`src/rtl/gw_defs.svh`:
```
// Purpose: Offsets, field positions, reset values and timing for the poll gateway.
// Assumes: 32-bit classic Wishbone, byte addresses, one word per register.
// Notes:   Definitions only.
`ifndef GW_DEFS_SVH
`define GW_DEFS_SVH
// Register word offsets (byte address bits 7:2).
`define A_CTRL     6'h00
`define A_SER      6'h01
`define A_RETRY    6'h02
`define A_POLL     6'h03
`define A_RESP     6'h04
`define A_STATUS   6'h05
`define A_MASK     6'h06
`define A_INFO     6'h07
`define A_DPADDR   6'h08
`define TBL_BASE   2'h1
// CTRL field positions.
`define F_MODE     1:0
`define F_SECOND   2
`define F_MULTI    3
`define F_POLLEN   4
`define F_CLEAR    5
// SER field positions.
`define F_BAUD     3:0
`define F_PARITY   6:4
`define F_STOP2    7
`define F_RS232    8
// Table entry field positions.
`define F_CMD      7:0
`define F_ADDR     13:8
`define F_VALID    15
// Reset values and limits.
`define RST_RETRY  3'h3
`define RETRY_MAX  3'h5
`define RST_BAUD   4'h5
`define BAUD_LAST  4'h8
`define PAR_LAST   3'h4
`define POLL_MIN   16'h01f4
`define RESP_MIN   16'h0100
`define DP_MAX     7'h7e
// Timing.
`define CLK_HZ     25000000
`define CLK_NS     40
`define MS_NS      1000000
`endif

```
`src/rtl/gw_pkg.sv`:
```
// Purpose: Types shared by the poll gateway files.
// Assumes: Constants live in gw_defs.svh.
// Notes:   Types only.
package gw_pkg;
  // Host-side operating mode.
  typedef enum logic [1:0] {MODE_MODBUS, MODE_UNIV, MODE_PROFI} mode_t;
  // Poll engine states.
  typedef enum logic [0:0] {P_IDLE, P_WAIT} poll_st_t;
  // Serial port setup handed to the line driver.
  typedef struct packed {
    logic [19:0] div;
    logic [2:0]  parity;
    logic        stop2;
    logic        rs232;
  } ser_cfg_t;
  // One byte with its strobe.
  typedef struct packed {
    logic       valid;
    logic [7:0] data;
  } byte_t;
  // One request toward the field link.
  typedef struct packed {
    logic [5:0] addr;
    logic [7:0] cmd;
    logic       primary;
  } hart_req_t;
  // One command table entry.
  typedef struct packed {
    logic [7:0] cmd;
    logic [5:0] addr;
    logic       valid;
  } cmd_ent_t;
endpackage : gw_pkg

```
`src/rtl/hart_master_poll_gateway.sv`:
```
// Purpose: Field-link poll master with transparent mode and a Wishbone register file.
// Assumes: All inputs synchronous to clk_i; one reply strobe per request.
// Notes:   Register map in gw_defs.svh; CYC_PER_MS may be cut for simulation.
// Function
// [RQ1] Transparent mode forwards bytes unchanged both ways.
// [RQ2] Transparent mode keeps normal serial port settings.
// [RQ3] Nine baud rates, five parities, two stops.
// [RQ4] Fieldbus I/O sizes come from master only.
// [RQ5] Fieldbus mode uses same clear-or-keep policy.
// [RQ6] Exhausted command clears or keeps its data.
// [RQ7] Button changes fieldbus address while running.
// [RQ8] Master may be primary or secondary.
// [RQ9] Single-point mode polls address zero only.
// [RQ10] Repetition count held, limited zero to five.
// [RQ11] Polling enable cycles through configured commands.
// [RQ12] Starts spaced by 500 to 65535 ms.
// [RQ13] Reply wait limited to 256-65535 ms.
// [RQ14] Timeout resends, then records and advances.
`timescale 1ns/10ps
`include "gw_defs.svh"
module hart_master_poll_gateway
  import gw_pkg::*;
#(
  parameter int N_CMD      = 8,
  parameter int CYC_PER_MS = `MS_NS / `CLK_NS
) (
  // Clock, reset and enable.
  input  wire logic        clk_i,
  input  wire logic        rst_i,
  input  wire logic        ce_i,
  // Wishbone slave.
  input  wire logic        wb_cyc_i,
  input  wire logic        wb_stb_i,
  input  wire logic        wb_we_i,
  input  wire logic [7:0]  wb_adr_i,
  input  wire logic [31:0] wb_dat_i,
  input  wire logic [3:0]  wb_sel_i,
  output logic             wb_ack_o,
  output logic [31:0]      wb_dat_o,
  output logic             irq_o,
  // Serial port side.
  input  byte_t            ser_rx_i,
  output byte_t            ser_tx_o,
  output ser_cfg_t         ser_cfg_o,
  // Field link side.
  input  byte_t            hart_rx_i,
  output byte_t            hart_tx_o,
  output logic             hart_req_v_o,
  output hart_req_t        hart_req_o,
  input  wire logic        hart_rsp_i,
  // Per-command results.
  output logic             cmd_ok_o,
  output logic             cmd_tmo_o,
  output logic             buf_clr_o,
  output logic [$clog2(N_CMD)-1:0] ev_idx_o,
  // Fieldbus slave side.
  input  wire logic [7:0]  pb_in_len_i,
  input  wire logic [7:0]  pb_out_len_i,
  input  wire logic        dp_btn_i,
  output logic [6:0]       dp_addr_o,
  output mode_t            mode_o
);
  localparam int IW = $clog2(N_CMD);

  generate
    if (N_CMD < 2 || N_CMD > 16)
    begin : g_bad
      $error("N_CMD must lie between 2 and 16");
    end
  endgenerate

  // All state of the block.
  typedef struct packed {
    logic                 ack;      // Bus answer.
    logic [31:0]          rdat;     // Read data.
    mode_t                mode;     // Host-side mode.
    logic                 second;   // Secondary master.
    logic                 multi;    // Multi-drop network.
    logic                 poll_en;  // Polling on.
    logic                 clr;      // Clear data on exhaustion.
    logic [3:0]           baud;     // Baud index.
    ser_cfg_t             ser;      // Serial setup.
    logic [2:0]           retry;    // Resends allowed.
    logic [15:0]          poll_ms;  // Start spacing.
    logic [15:0]          resp_ms;  // Reply wait.
    logic [2:0]           sts;      // Sticky events.
    logic [2:0]           mask;     // Event enables.
    logic                 irq;      // Interrupt level.
    logic [6:0]           dpaddr;   // Fieldbus address.
    logic                 btn_q;    // Button, last cycle.
    cmd_ent_t [N_CMD-1:0] tbl;      // Command table.
    logic [IW-1:0]        idx;      // Current command.
    logic [2:0]           tries;    // Resends made.
    poll_st_t             pst;      // Engine state.
    logic                 req_v;    // Request strobe.
    hart_req_t            req;      // Request contents.
    logic                 ok_p;     // Reply pulse.
    logic                 tmo_p;    // Exhaustion pulse.
    logic                 clr_p;    // Clear pulse.
    logic [IW-1:0]        ev_idx;   // Index of the event.
    byte_t                htx;      // Byte to field link.
    byte_t                stx;      // Byte to serial port.
  } state_t;

  state_t s_ff;       // Registered state.
  state_t nxt_s;      // Next state.
  logic   ld_poll;    // Restart the start-spacing timer.
  logic   ld_resp;    // Restart the reply timer.
  logic   poll_done;  // Spacing has elapsed.
  logic   resp_done;  // Reply wait has elapsed.

  // Spacing between request starts.
  ms_timer #(
    .CYC_PER_MS (CYC_PER_MS)
  ) u_poll_tmr (
    .clk_i  (clk_i),
    .rst_i  (rst_i),
    .ce_i   (ce_i),
    .load_i (ld_poll),
    .ms_i   (s_ff.poll_ms),
    .done_o (poll_done)
  );

  // Wait for a reply.
  ms_timer #(
    .CYC_PER_MS (CYC_PER_MS)
  ) u_resp_tmr (
    .clk_i  (clk_i),
    .rst_i  (rst_i),
    .ce_i   (ce_i),
    .load_i (ld_resp),
    .ms_i   (s_ff.resp_ms),
    .done_o (resp_done)
  );

  // Merge write data into a word by byte enables.
  function automatic logic [31:0] merge(input logic [31:0] old, input logic [31:0] wd,
                                        input logic [3:0] sel);
    logic [31:0] r;
    r = old;
    for (int b = 0; b < 4; b++)
    begin
      if (sel[b])
      begin
        r[8*b +: 8] = wd[8*b +: 8];
      end
    end
    return r;
  endfunction : merge

  // Bit-clock divisor for a baud index.
  function automatic logic [19:0] baud_div(input logic [3:0] i);
    case (i)
      4'h0:    baud_div = 20'(`CLK_HZ / 300);
      4'h1:    baud_div = 20'(`CLK_HZ / 600);
      4'h2:    baud_div = 20'(`CLK_HZ / 1200);
      4'h3:    baud_div = 20'(`CLK_HZ / 2400);
      4'h4:    baud_div = 20'(`CLK_HZ / 9600);
      4'h5:    baud_div = 20'(`CLK_HZ / 19200);
      4'h6:    baud_div = 20'(`CLK_HZ / 38400);
      4'h7:    baud_div = 20'(`CLK_HZ / 57600);
      default: baud_div = 20'(`CLK_HZ / 115200);
    endcase
  endfunction : baud_div

  // Next-state logic: bus slave, configuration, poll engine and pass-through.
  always_comb
  begin
    logic          acc;
    logic          wr;
    logic [5:0]    wa;
    logic [31:0]   cur;
    logic [31:0]   w;
    logic [2:0]    ev;
    logic          active;
    logic          adv;
    cmd_ent_t      ent;
    acc       = wb_cyc_i && wb_stb_i && !s_ff.ack;
    wr        = acc && wb_we_i;
    wa        = wb_adr_i[7:2];
    cur       = 32'h0000_0000;
    ev        = 3'h0;
    adv       = 1'b0;
    ent       = s_ff.tbl[s_ff.idx];
    active    = s_ff.poll_en && (s_ff.mode != MODE_UNIV);
    nxt_s     = s_ff;
    ld_poll   = 1'b0;
    ld_resp   = 1'b0;
    nxt_s.ack = acc;
    nxt_s.req_v = 1'b0;
    nxt_s.ok_p  = 1'b0;
    nxt_s.tmo_p = 1'b0;
    nxt_s.clr_p = 1'b0;

    // Present value of the addressed word; unmapped words read zero.
    case (wa)
      `A_CTRL:   cur = {26'h0, s_ff.clr, s_ff.poll_en, s_ff.multi, s_ff.second, s_ff.mode};
      `A_SER:    cur = {23'h0, s_ff.ser.rs232, s_ff.ser.stop2, s_ff.ser.parity, s_ff.baud};
      `A_RETRY:  cur = {29'h0, s_ff.retry};
      `A_POLL:   cur = {16'h0, s_ff.poll_ms};
      `A_RESP:   cur = {16'h0, s_ff.resp_ms};
      `A_STATUS: cur = {29'h0, s_ff.sts};
      `A_MASK:   cur = {29'h0, s_ff.mask};
      `A_INFO:   cur = {8'h0, 8'(s_ff.idx), pb_out_len_i, pb_in_len_i};  // [RQ4]
      `A_DPADDR: cur = {25'h0, s_ff.dpaddr};
      default:
      begin
        if (wa[5:4] == `TBL_BASE && 32'(wa[3:0]) < N_CMD)
        begin
          cur = {16'h0, s_ff.tbl[wa[3:0]].valid, 1'b0,
                 s_ff.tbl[wa[3:0]].addr, s_ff.tbl[wa[3:0]].cmd};
        end
      end
    endcase
    if (acc && !wb_we_i)
    begin
      nxt_s.rdat = cur;
    end
    w = merge(cur, wb_dat_i, wb_sel_i);

    // Register writes; values outside the legal ranges are clamped or dropped.
    if (wr)
    begin
      case (wa)
        `A_CTRL:
        begin
          if (w[`F_MODE] != 2'h3)
          begin
            nxt_s.mode = mode_t'(w[`F_MODE]);
          end
          nxt_s.second  = w[`F_SECOND];  // [RQ8]
          nxt_s.multi   = w[`F_MULTI];   // [RQ9]
          nxt_s.poll_en = w[`F_POLLEN];  // [RQ11]
          nxt_s.clr     = w[`F_CLEAR];   // [RQ5] [RQ6]
        end
        `A_SER:
        begin
          // One serial setup serves every mode, transparent mode included. [RQ2]
          if (w[`F_BAUD] <= `BAUD_LAST)
          begin
            nxt_s.baud    = w[`F_BAUD];
            nxt_s.ser.div = baud_div(w[`F_BAUD]);  // [RQ3]
          end
          if (w[`F_PARITY] <= `PAR_LAST)
          begin
            nxt_s.ser.parity = w[`F_PARITY];  // [RQ3]
          end
          nxt_s.ser.stop2 = w[`F_STOP2];       // [RQ3]
          nxt_s.ser.rs232 = w[`F_RS232];
        end
        `A_RETRY:  nxt_s.retry = (w[2:0] > `RETRY_MAX) ? `RETRY_MAX : w[2:0];  // [RQ10]
        `A_POLL:   nxt_s.poll_ms = (w[15:0] < `POLL_MIN) ? `POLL_MIN : w[15:0];  // [RQ12]
        `A_RESP:   nxt_s.resp_ms = (w[15:0] < `RESP_MIN) ? `RESP_MIN : w[15:0];  // [RQ13]
        `A_MASK:   nxt_s.mask = w[2:0];
        `A_DPADDR:
        begin
          if (w[6:0] <= `DP_MAX)
          begin
            nxt_s.dpaddr = w[6:0];
          end
        end
        default:
        begin
          if (wa[5:4] == `TBL_BASE && 32'(wa[3:0]) < N_CMD)
          begin
            nxt_s.tbl[wa[3:0]].cmd   = w[`F_CMD];
            nxt_s.tbl[wa[3:0]].addr  = w[`F_ADDR];
            nxt_s.tbl[wa[3:0]].valid = w[`F_VALID];
          end
        end
      endcase
    end

    // The button steps the fieldbus address while in fieldbus mode. [RQ7]
    nxt_s.btn_q = dp_btn_i;
    if (dp_btn_i && !s_ff.btn_q && s_ff.mode == MODE_PROFI)
    begin
      nxt_s.dpaddr = (s_ff.dpaddr >= `DP_MAX) ? 7'h00 : s_ff.dpaddr + 7'h01;
    end

    // Poll engine; every start, resend included, waits out the spacing timer.
    case (s_ff.pst)
      P_IDLE:
      begin
        if (!active)
        begin
          nxt_s.tries = 3'h0;
        end
        else if (!ent.valid)
        begin
          adv = 1'b1;  // Empty slots are skipped without using a poll slot.
        end
        else if (poll_done)
        begin
          nxt_s.req_v       = 1'b1;  // [RQ11]
          nxt_s.req.cmd     = ent.cmd;
          nxt_s.req.addr    = s_ff.multi ? ent.addr : 6'h00;  // [RQ9]
          nxt_s.req.primary = !s_ff.second;                   // [RQ8]
          ld_poll           = 1'b1;                           // [RQ12]
          ld_resp           = 1'b1;                           // [RQ13]
          nxt_s.pst         = P_WAIT;
        end
      end
      P_WAIT:
      begin
        if (hart_rsp_i)
        begin
          nxt_s.ok_p = 1'b1;
          ev[0]      = 1'b1;
          adv        = 1'b1;
          nxt_s.pst  = P_IDLE;
        end
        else if (resp_done)
        begin
          nxt_s.pst = P_IDLE;
          if (s_ff.tries < s_ff.retry)
          begin
            nxt_s.tries = s_ff.tries + 3'h1;  // [RQ14]
          end
          else
          begin
            nxt_s.tmo_p = 1'b1;               // [RQ14]
            nxt_s.clr_p = s_ff.clr;           // [RQ5] [RQ6]
            ev[1]       = 1'b1;
            adv         = 1'b1;
          end
        end
      end
      default: nxt_s.pst = P_IDLE;
    endcase
    if (nxt_s.ok_p || nxt_s.tmo_p)
    begin
      nxt_s.ev_idx = s_ff.idx;
    end
    if (adv)
    begin
      nxt_s.tries = 3'h0;
      if (32'(s_ff.idx) == N_CMD - 1)
      begin
        nxt_s.idx = '0;
        ev[2]     = 1'b1;  // One full pass over the table.
      end
      else
      begin
        nxt_s.idx = s_ff.idx + IW'(1);
      end
    end

    // Transparent mode copies bytes through untouched, one cycle late. [RQ1]
    nxt_s.htx.valid = (s_ff.mode == MODE_UNIV) && ser_rx_i.valid;
    nxt_s.htx.data  = ser_rx_i.data;
    nxt_s.stx.valid = (s_ff.mode == MODE_UNIV) && hart_rx_i.valid;
    nxt_s.stx.data  = hart_rx_i.data;

    // Sticky events: a read clears them, but a new event in that cycle stays.
    if (acc && !wb_we_i && wa == `A_STATUS)
    begin
      nxt_s.sts = ev;
    end
    else
    begin
      nxt_s.sts = s_ff.sts | ev;
    end
    nxt_s.irq = |(nxt_s.sts & nxt_s.mask);
  end

  // State register; the clock enable freezes everything.
  always_ff @(posedge clk_i)
  begin
    if (rst_i)
    begin
      s_ff          <= '0;
      s_ff.mode     <= MODE_MODBUS;
      s_ff.pst      <= P_IDLE;
      s_ff.multi    <= 1'b1;
      s_ff.poll_en  <= 1'b1;
      s_ff.retry    <= `RST_RETRY;
      s_ff.poll_ms  <= `POLL_MIN;
      s_ff.resp_ms  <= `RESP_MIN;
      s_ff.baud     <= `RST_BAUD;
      s_ff.ser.div  <= 20'(`CLK_HZ / 19200);
    end
    else if (ce_i)
    begin
      s_ff <= nxt_s;
    end
  end

  // Every output is a field of the state register.
  assign wb_ack_o     = s_ff.ack;
  assign wb_dat_o     = s_ff.rdat;
  assign irq_o        = s_ff.irq;
  assign ser_tx_o     = s_ff.stx;
  assign ser_cfg_o    = s_ff.ser;
  assign hart_tx_o    = s_ff.htx;
  assign hart_req_v_o = s_ff.req_v;
  assign hart_req_o   = s_ff.req;
  assign cmd_ok_o     = s_ff.ok_p;
  assign cmd_tmo_o    = s_ff.tmo_p;
  assign buf_clr_o    = s_ff.clr_p;
  assign ev_idx_o     = s_ff.ev_idx;
  assign dp_addr_o    = s_ff.dpaddr;
  assign mode_o       = s_ff.mode;
endmodule : hart_master_poll_gateway

```
`src/rtl/ms_timer.sv`:
```
// Purpose: Millisecond down-counter that reports expiry as a level.
// Assumes: Load and clock enable are synchronous to clk_i.
// Notes:   Reads as expired after reset.
`timescale 1ns/10ps
module ms_timer #(
  parameter int CYC_PER_MS = 25000
) (
  // Clock and control.
  input  wire logic        clk_i,
  input  wire logic        rst_i,
  input  wire logic        ce_i,
  // Load of a new span in milliseconds.
  input  wire logic        load_i,
  input  wire logic [15:0] ms_i,
  // Expiry level.
  output logic             done_o
);
  localparam int CW = $clog2(CYC_PER_MS);
  logic [CW-1:0] cyc_ff;  // Cycles into the current millisecond.
  logic [15:0]   ms_ff;   // Milliseconds still to run.

  generate
    if (CYC_PER_MS < 2)
    begin : g_bad
      $error("ms_timer needs at least two cycles per millisecond");
    end
  endgenerate

  // A load restarts the span from a whole millisecond boundary.
  always_ff @(posedge clk_i)
  begin
    if (rst_i)
    begin
      cyc_ff <= '0;
      ms_ff  <= 16'h0000;
    end
    else if (ce_i)
    begin
      if (load_i)
      begin
        cyc_ff <= '0;
        ms_ff  <= ms_i;
      end
      else if (ms_ff != 16'h0000)
      begin
        if (cyc_ff == CW'(CYC_PER_MS - 1))
        begin
          cyc_ff <= '0;
          ms_ff  <= ms_ff - 16'h0001;
        end
        else
        begin
          cyc_ff <= cyc_ff + CW'(1);
        end
      end
    end
  end

  assign done_o = (ms_ff == 16'h0000);
endmodule : ms_timer

```
`config.mk`:
```
export PLATFORM = sky130hd
export DESIGN_NAME = hart_master_poll_gateway
export DESIGN_NICKNAME = d
export VERILOG_FILES = /design/src/rtl/gw_pkg.sv /design/src/rtl/hart_master_poll_gateway.sv /design/src/rtl/ms_timer.sv
export VERILOG_INCLUDE_DIRS = /design/src /design/src/rtl
export SDC_FILE = /design/constraint.sdc
export NUM_CORES = 1
export LEC_CHECK = 0
export BUFFER_PORTS_ARGS = -buffer_cell sky130_fd_sc_hd__buf_2
export CORE_MARGIN = 4
export CORE_UTILIZATION = 61
export CTS_CLUSTER_DIAMETER = 50
export CTS_CLUSTER_SIZE = 24
export DETAILED_ROUTE_END_ITERATION = 8
export GPL_TIMING_DRIVEN = 0
export PLACE_DENSITY = 0.89
export SYNTH_ARGS = -nofsm -noshare
export SYNTH_HDL_FRONTEND = slang
export SYNTH_SLANG_ARGS = --single-unit
```
`constraint.sdc`:
```
create_clock -name clk_i -period 10.2 [get_ports clk_i]
set_input_delay 0 -clock clk_i [delete_from_list [all_inputs] [get_ports clk_i]]
set_output_delay 0 -clock clk_i [all_outputs]
set_load 0.1 [all_outputs]
```
### Yosys cells after proc, flatten, opt, wreduce, memory -nomap -nowiden

Memory sizes are Yosys's and may differ from the RTL's.
Index checks and enable logic that the tools add are counted.
Widths: inputs -> output; s select.

| word-level totals | value |
|---|---|
| register bits | 347 |
| memory bits (read-only) | 136 |
| bits of input ports | 86 |
| output and inout bits | 108 |
| logic and storage cells | 230 |
| memories | 1 |

Memories:

| name | words | width | rd ports | clocked after Yosys merged registers in | write ports | RTL line | text |
|---|---|---|---|---|---|---|---|
| (name not given) | 8 | 17 | 1 | 0 | 0 | hart_master_poll_gateway.sv:153 | `case (i)` |

| cells by class | value |
|---|---|
| add/subtract/negate cells | 7 |
| magnitude comparators | 12 |
| eq/ne operators | 20 |
| multiplexer cells | 73 |
| bitwise logic cells | 4 |
| reduce and logical (&&, ||, !) cells | 50 |

Operators with widths:

| cell | number |
|---|---|
| $bwmux 120 | 3 |
| $pmux 19 s9 | 1 |
| $mux 16 | 10 |
| $demux 15 s3 | 3 |
| $mux 15 | 9 |
| $bmux 15 s3 | 2 |
| $mux 17 | 3 |
| $mux 7 | 6 |
| $logic_not 16->1 | 2 |
| $lt 16x9->1 const B | 2 |
| $reduce_bool 16->1 | 2 |
| $sub 16x1->16 const B | 2 |
| $add 15x1->15 const B | 2 |
| $eq 15x15->1 const B | 2 |
| $mux 3 | 10 |
| $eq 6x3->1 const B | 4 |
| $reduce_and 3->1 | 7 |
| $mux 20 | 1 |
| $reduce_and 4->1 | 5 |
| $mux 8 | 2 |
| $mux 1 | 15 |
| $reduce_bool 2->1 | 7 |
| $eq 6x2->1 const B | 2 |
| $logic_and 1x1->1 | 12 |
| 36 further kinds | 52 |

### Longest topological paths before layout

| depth | value |
|---|---|
| word-level depth | 10 |
| depth in mapped cells | 17 |
| depth with buffers taken out | 10 |

### By module

Synthesis repeated with hierarchy kept, for this count alone.

| second synthesis, totals | value |
|---|---|
| cells, all modules | 2127 |
| area, all modules | 17885.9 um^2 |

By module, submodules not included:

| module | instances | cells an instance | area an instance (um^2) | sequential area each (um^2) |
|---|---|---|---|---|
| hart_master_poll_gateway | 1 | 1638 | 13975.9 | 5385.2 |
| ms_timer at u_poll_tmr | 1 | 243 | 1958.1 | 620.6 |
| ms_timer at u_resp_tmr | 1 | 246 | 1951.9 | 620.6 |

### Worst setup path after synthesis

Ideal clock, no wire load.

| timing | value |
|---|---|
| kind | input to register |
| from | in wb_adr_i[3] |
| to | reg s_ff (netlist bit ser_cfg_o[5]) |
| data arrival time | 3.110 ns |
| required time | 10.109 ns |
| setup slack | 6.999 ns |
| stages | 16 |
| cell sequence | buf_2 -> buf_4 -> buf_2 -> mux2_2 -> a22oi_1 -> o32ai_1 -> o22a_1 -> mux2i_1 -> buf_2 -> buf_1 -> ha_1 -> nand2_1 -> a21oi_1 -> buf_2 -> nor2_1 -> a311oi_1 |

| on the way | value |
|---|---|
| cells in the longest elaborated chain, start to end | 7 |
| elaborated cells on any way between the ends | 20 |
| those cells by class | order compare (2); eq/ne (8); mux (6); reduce/logical (3); memory (1) |

Ends and longest elaborated chain:

| element | RTL line | text |
|---|---|---|
| start, declared | hart_master_poll_gateway.sv:35 | `input wire logic [7:0] wb_adr_i,` |
| $lt 4x4->1 / $bmux 15 s3 (equally long branches) | hart_master_poll_gateway.sv:208, hart_master_poll_gateway.sv:211 |  |
| $logic_and 1x1->1 / $mux 15 (equally long branches) | hart_master_poll_gateway.sv:208, hart_master_poll_gateway.sv:211 |  |
| $mux 16 | hart_master_poll_gateway.sv:208 | `` if (wa[5:4] == `TBL_BASE && 32'(wa[3:0]) < N_CMD) `` |
| $pmux 19 s9 | hart_master_poll_gateway.sv:196 | `case (wa)` |
| $mux 8 | hart_master_poll_gateway.sv:143 | `if (sel[b])` |
| $le 4x4->1 (no source line) / $mem_v2 8x17 (equally long branches) | - |  |
| $reduce_and 4->1 (no source line) / $mux 20 (equally long branches) | - |  |
| end signal, assigned | hart_master_poll_gateway.sv:385 | `s_ff <= nxt_s;` |
| end, declared | hart_master_poll_gateway.sv:105 | `state_t s_ff;` |

Several ways; a longest one is shown, not always the timed one. The select of a mux whose other input is x is not followed.
A chain may end at the register's enable or synchronous reset.

### Worst setup path after layout

Same ends and word-level chain as after synthesis.

==> impl_metrics.json <==
{
  "grt_pass1_wl_um": 101000,
  "syn-cell-area_um2": 17100,
  "io_pins": 194,
  "die_area_um2": 30800,
  "p_leak_uw": 0.00775,
  "row_count": 61,
  "syn_avg_cell_area_um2": 8.22,
  "drt-vias-per-instance": 6.50,
  "ctsHoldBuffers": 26,
  "crit_arrival_ns": 4.90,
  "antenna_found_initial": 4,
  "synth_edf_count": 0,
  "powerDensity_nw_per_um2": 153,
  "cts_buffers": 36,
  "fin_skew_ns": 0.0294,
  "h-tree-depth": 2,
  "fp.coreArea_um2": 27700,
  "peakVddDrop_uv": 161,
  "ff2ff_path_depth": 13,
  "final_common_cell": "nand2_1",
  "grt_max_degree": 22,
  "ys_seq_elements": 331,
  "drv_cap": 0,
  "cts_max_path_buffers": 3,
  "min_period_ns": 4.48,
  "ys_seq_area_share_pct": 38.7,
  "clkTransAtPathRegs_ns": 0.07,
  "synth_ff_type": "dfxtp_1",
  "firstDrtPassIters": 6,
  "rsz0062_at_grt": "false",
  "fin_crit_sh_pct": 43.9,
  "grt_use_total_pct": 42.8,
  "dpl.cell_count": 2630,
  "r2r_slack_ns": 5.88,
  "port_buffers": 153,
  "final_cell_mix": "395 x nand2_1, 331 x dfxtp_1, 238 x a21oi_1",
  "start_util_pct": 61.8,
  "setup.worst_path.end": "ser_cfg_o[5]",
  "cts_setup_buffers": 0,
  "critPathMaxFanout": 14,
  "timing.rr.start": "s_ff[182]",
  "end_kind": "flop",
  "dpl.hpwl_um": 48600,
  "instances_no_fill": 2722,
  "hold_path.class": "in2reg",
  "drc": 0,
  "r2r_end": "ser_cfg_o[5]",
  "path_class": "in2reg",
  "async_flop_share_pct": 0,
  "tns_ns": 0,
  "cts_tree": "yes",
  "globalRouteOverflowTotal": 0,
  "die_w_um": 176,
  "die_y_um": 176,
  "setup_violations": 0,
  "finalMaxSlewViolations": 0,
  "cts.sinks": 331,
  "tightest_slew_ns": 1.27,
  "status": "complete, no violations",
  "yosys_warnings": 0,
  "routed_wl_um": 68300,
  "final_layout_size_suffix_gt1_share_pct": 18.9,
  "slew_headroom_pct": 15.3,
  "required_ns": 10.63,
  "ys_types": 90,
  "clock_latency_ns": 0.54,
  "maxClockFrequency_mhz": 223,
  "area_growth_pct": 16.7,
  "cts.repair.resized": 0,
  "vias": 17700,
  "finalNetCount": 2421,
  "drt_iter0_drc": 2951,
  "cts_root_buf": "clkbuf_16",
  "ant_nets": 0,
  "cp-startpoint": "wb_adr_i[3]",
  "routedWlPerCell_um": 25.1,
  "syn_inst": 2084,
  "grt_pass1_vias": 16800,
  "gp_congestion": 1.04,
  "cp-start-kind": "input port",
  "hold_viol": 0
}
metrics by stage:
step	power, µW	cell area (µm²)	worst slack (ns)	hold WS, ns	utilization, %
floorplan	1530	17200	7.00	0.147	-
global placement	1630	18400	5.53	0.238	66.5
detailed placement	1630	18400	5.49	0.247	66.5
CTS	3020	20000	5.98	0.0272	72.1
global route	3090	20000	5.66	0.0721	72.1
finish	3050	20000	5.72	0.0201	72.1
critical path, stage by stage:
cell and delay [ns]:
buf_2 0.18, buf_4 0.31, buf_2 0.45, mux2_2 0.40
a22oi_1 0.21, o32ai_1 0.16, o22a_1 0.30, mux2i_1 0.28
buf_2 0.41, buf_1 0.76, ha_1 0.43, nand2_1 0.13
a21oi_1 0.21, buf_2 0.29, nor2_1 0.08, a311oi_1 0.26
registers in the layout, summed over array words and instances (netlist names), 3 cells and up:
signal / cells
ev_idx_o: 3
ser_cfg_o: 22
u_poll_tmr.cyc_ff: 15
hart_tx_o: 9
u_resp_tmr.ms_ff: 16
hart_req_o: 15
ser_tx_o: 9
s_ff: 177
u_resp_tmr.cyc_ff: 15
dp_addr_o: 7
wb_dat_o: 19
u_poll_tmr.ms_ff: 16
cell usage after synthesis (16+ instances only):
library cell,n,area (µm²)
mux2_2,25,282
or3_1,16,100
xor2_1,21,184
a22oi_1,29,218
o21ai_0,61,305
clkbuf_1,105,394
a211oi_1,21,158
nor3_1,56,280
buf_4,108,811
nand2_1,395,1480
nand4_1,21,131
a21oi_1,238,1190
ha_1,19,238
dfxtp_1,331,6630
mux4_2,48,1080
nor2_1,197,739
buf_2,17,85.1
mux2i_1,65,651
and3_1,16,100
a22o_1,19,166
inv_1,27,101
nand3_1,61,305
cell type report:
type | count | area, µm²
fillers | 2157 | 7730
clock buffers | 40 | 947
flip-flops and latches | 331 | 6630
diodes | 2 | 5.00
clock inverters | 24 | 345
inverters | 31 | 116
plain buffers | 241 | 1360
repair buffers | 179 | 1030
well taps | 378 | 473
multi-input cells | 1496 | 9080
how the worst min path moves through the flow:
stage,slack (ns),from,depth (start not counted),end
detailed placement,0.25,hart_rx_i[3],3,ser_tx_o[3]
CTS,0.03,wb_dat_i[5],5,ser_cfg_o[3]
floorplan,0.15,dp_btn_i,2,s_ff[167]
global route,0.07,wb_dat_i[5],5,ser_cfg_o[3]
finish,0.02,wb_dat_i[5],5,ser_cfg_o[3]
global placement,0.24,hart_rx_i[1],3,ser_tx_o[1]
power by group:
group | switching, µW | internal (µW) | leakage, µW
Combinational | 241 | 78.0 | 0.00445
Sequential | 4.91 | 1300 | 0.00267
Clock | 637 | 788 | 0.000627
Total | 882 | 2160 | 0.00775
layer usage:
layer  vias up  share of wire (%)  track usage, %
li1       7688                  -               -
met1      8279                 34            51.6
met2      1355                 43            65.5
met3       368                 13            11.7
met4         2                9.4            31.9
met5         -              0.019               0
logic make-up after synthesis:
| kind of cell | Yosys count | share of synthesized area, % |
|---|---|---|
| flops | 331 | 38.7 |
| fa+ha+maj | 19 | 1.39 |
| mux | 139 | 11.8 |
| simple gates | 838 | 21.8 |
| xor+xnor | 26 | 1.33 |
| buf+inv | 272 | 8.59 |
| other cells | 1 | 0.0219 |
| compound gates | 458 | 16.4 |
(Power assumes the default switching activity.)
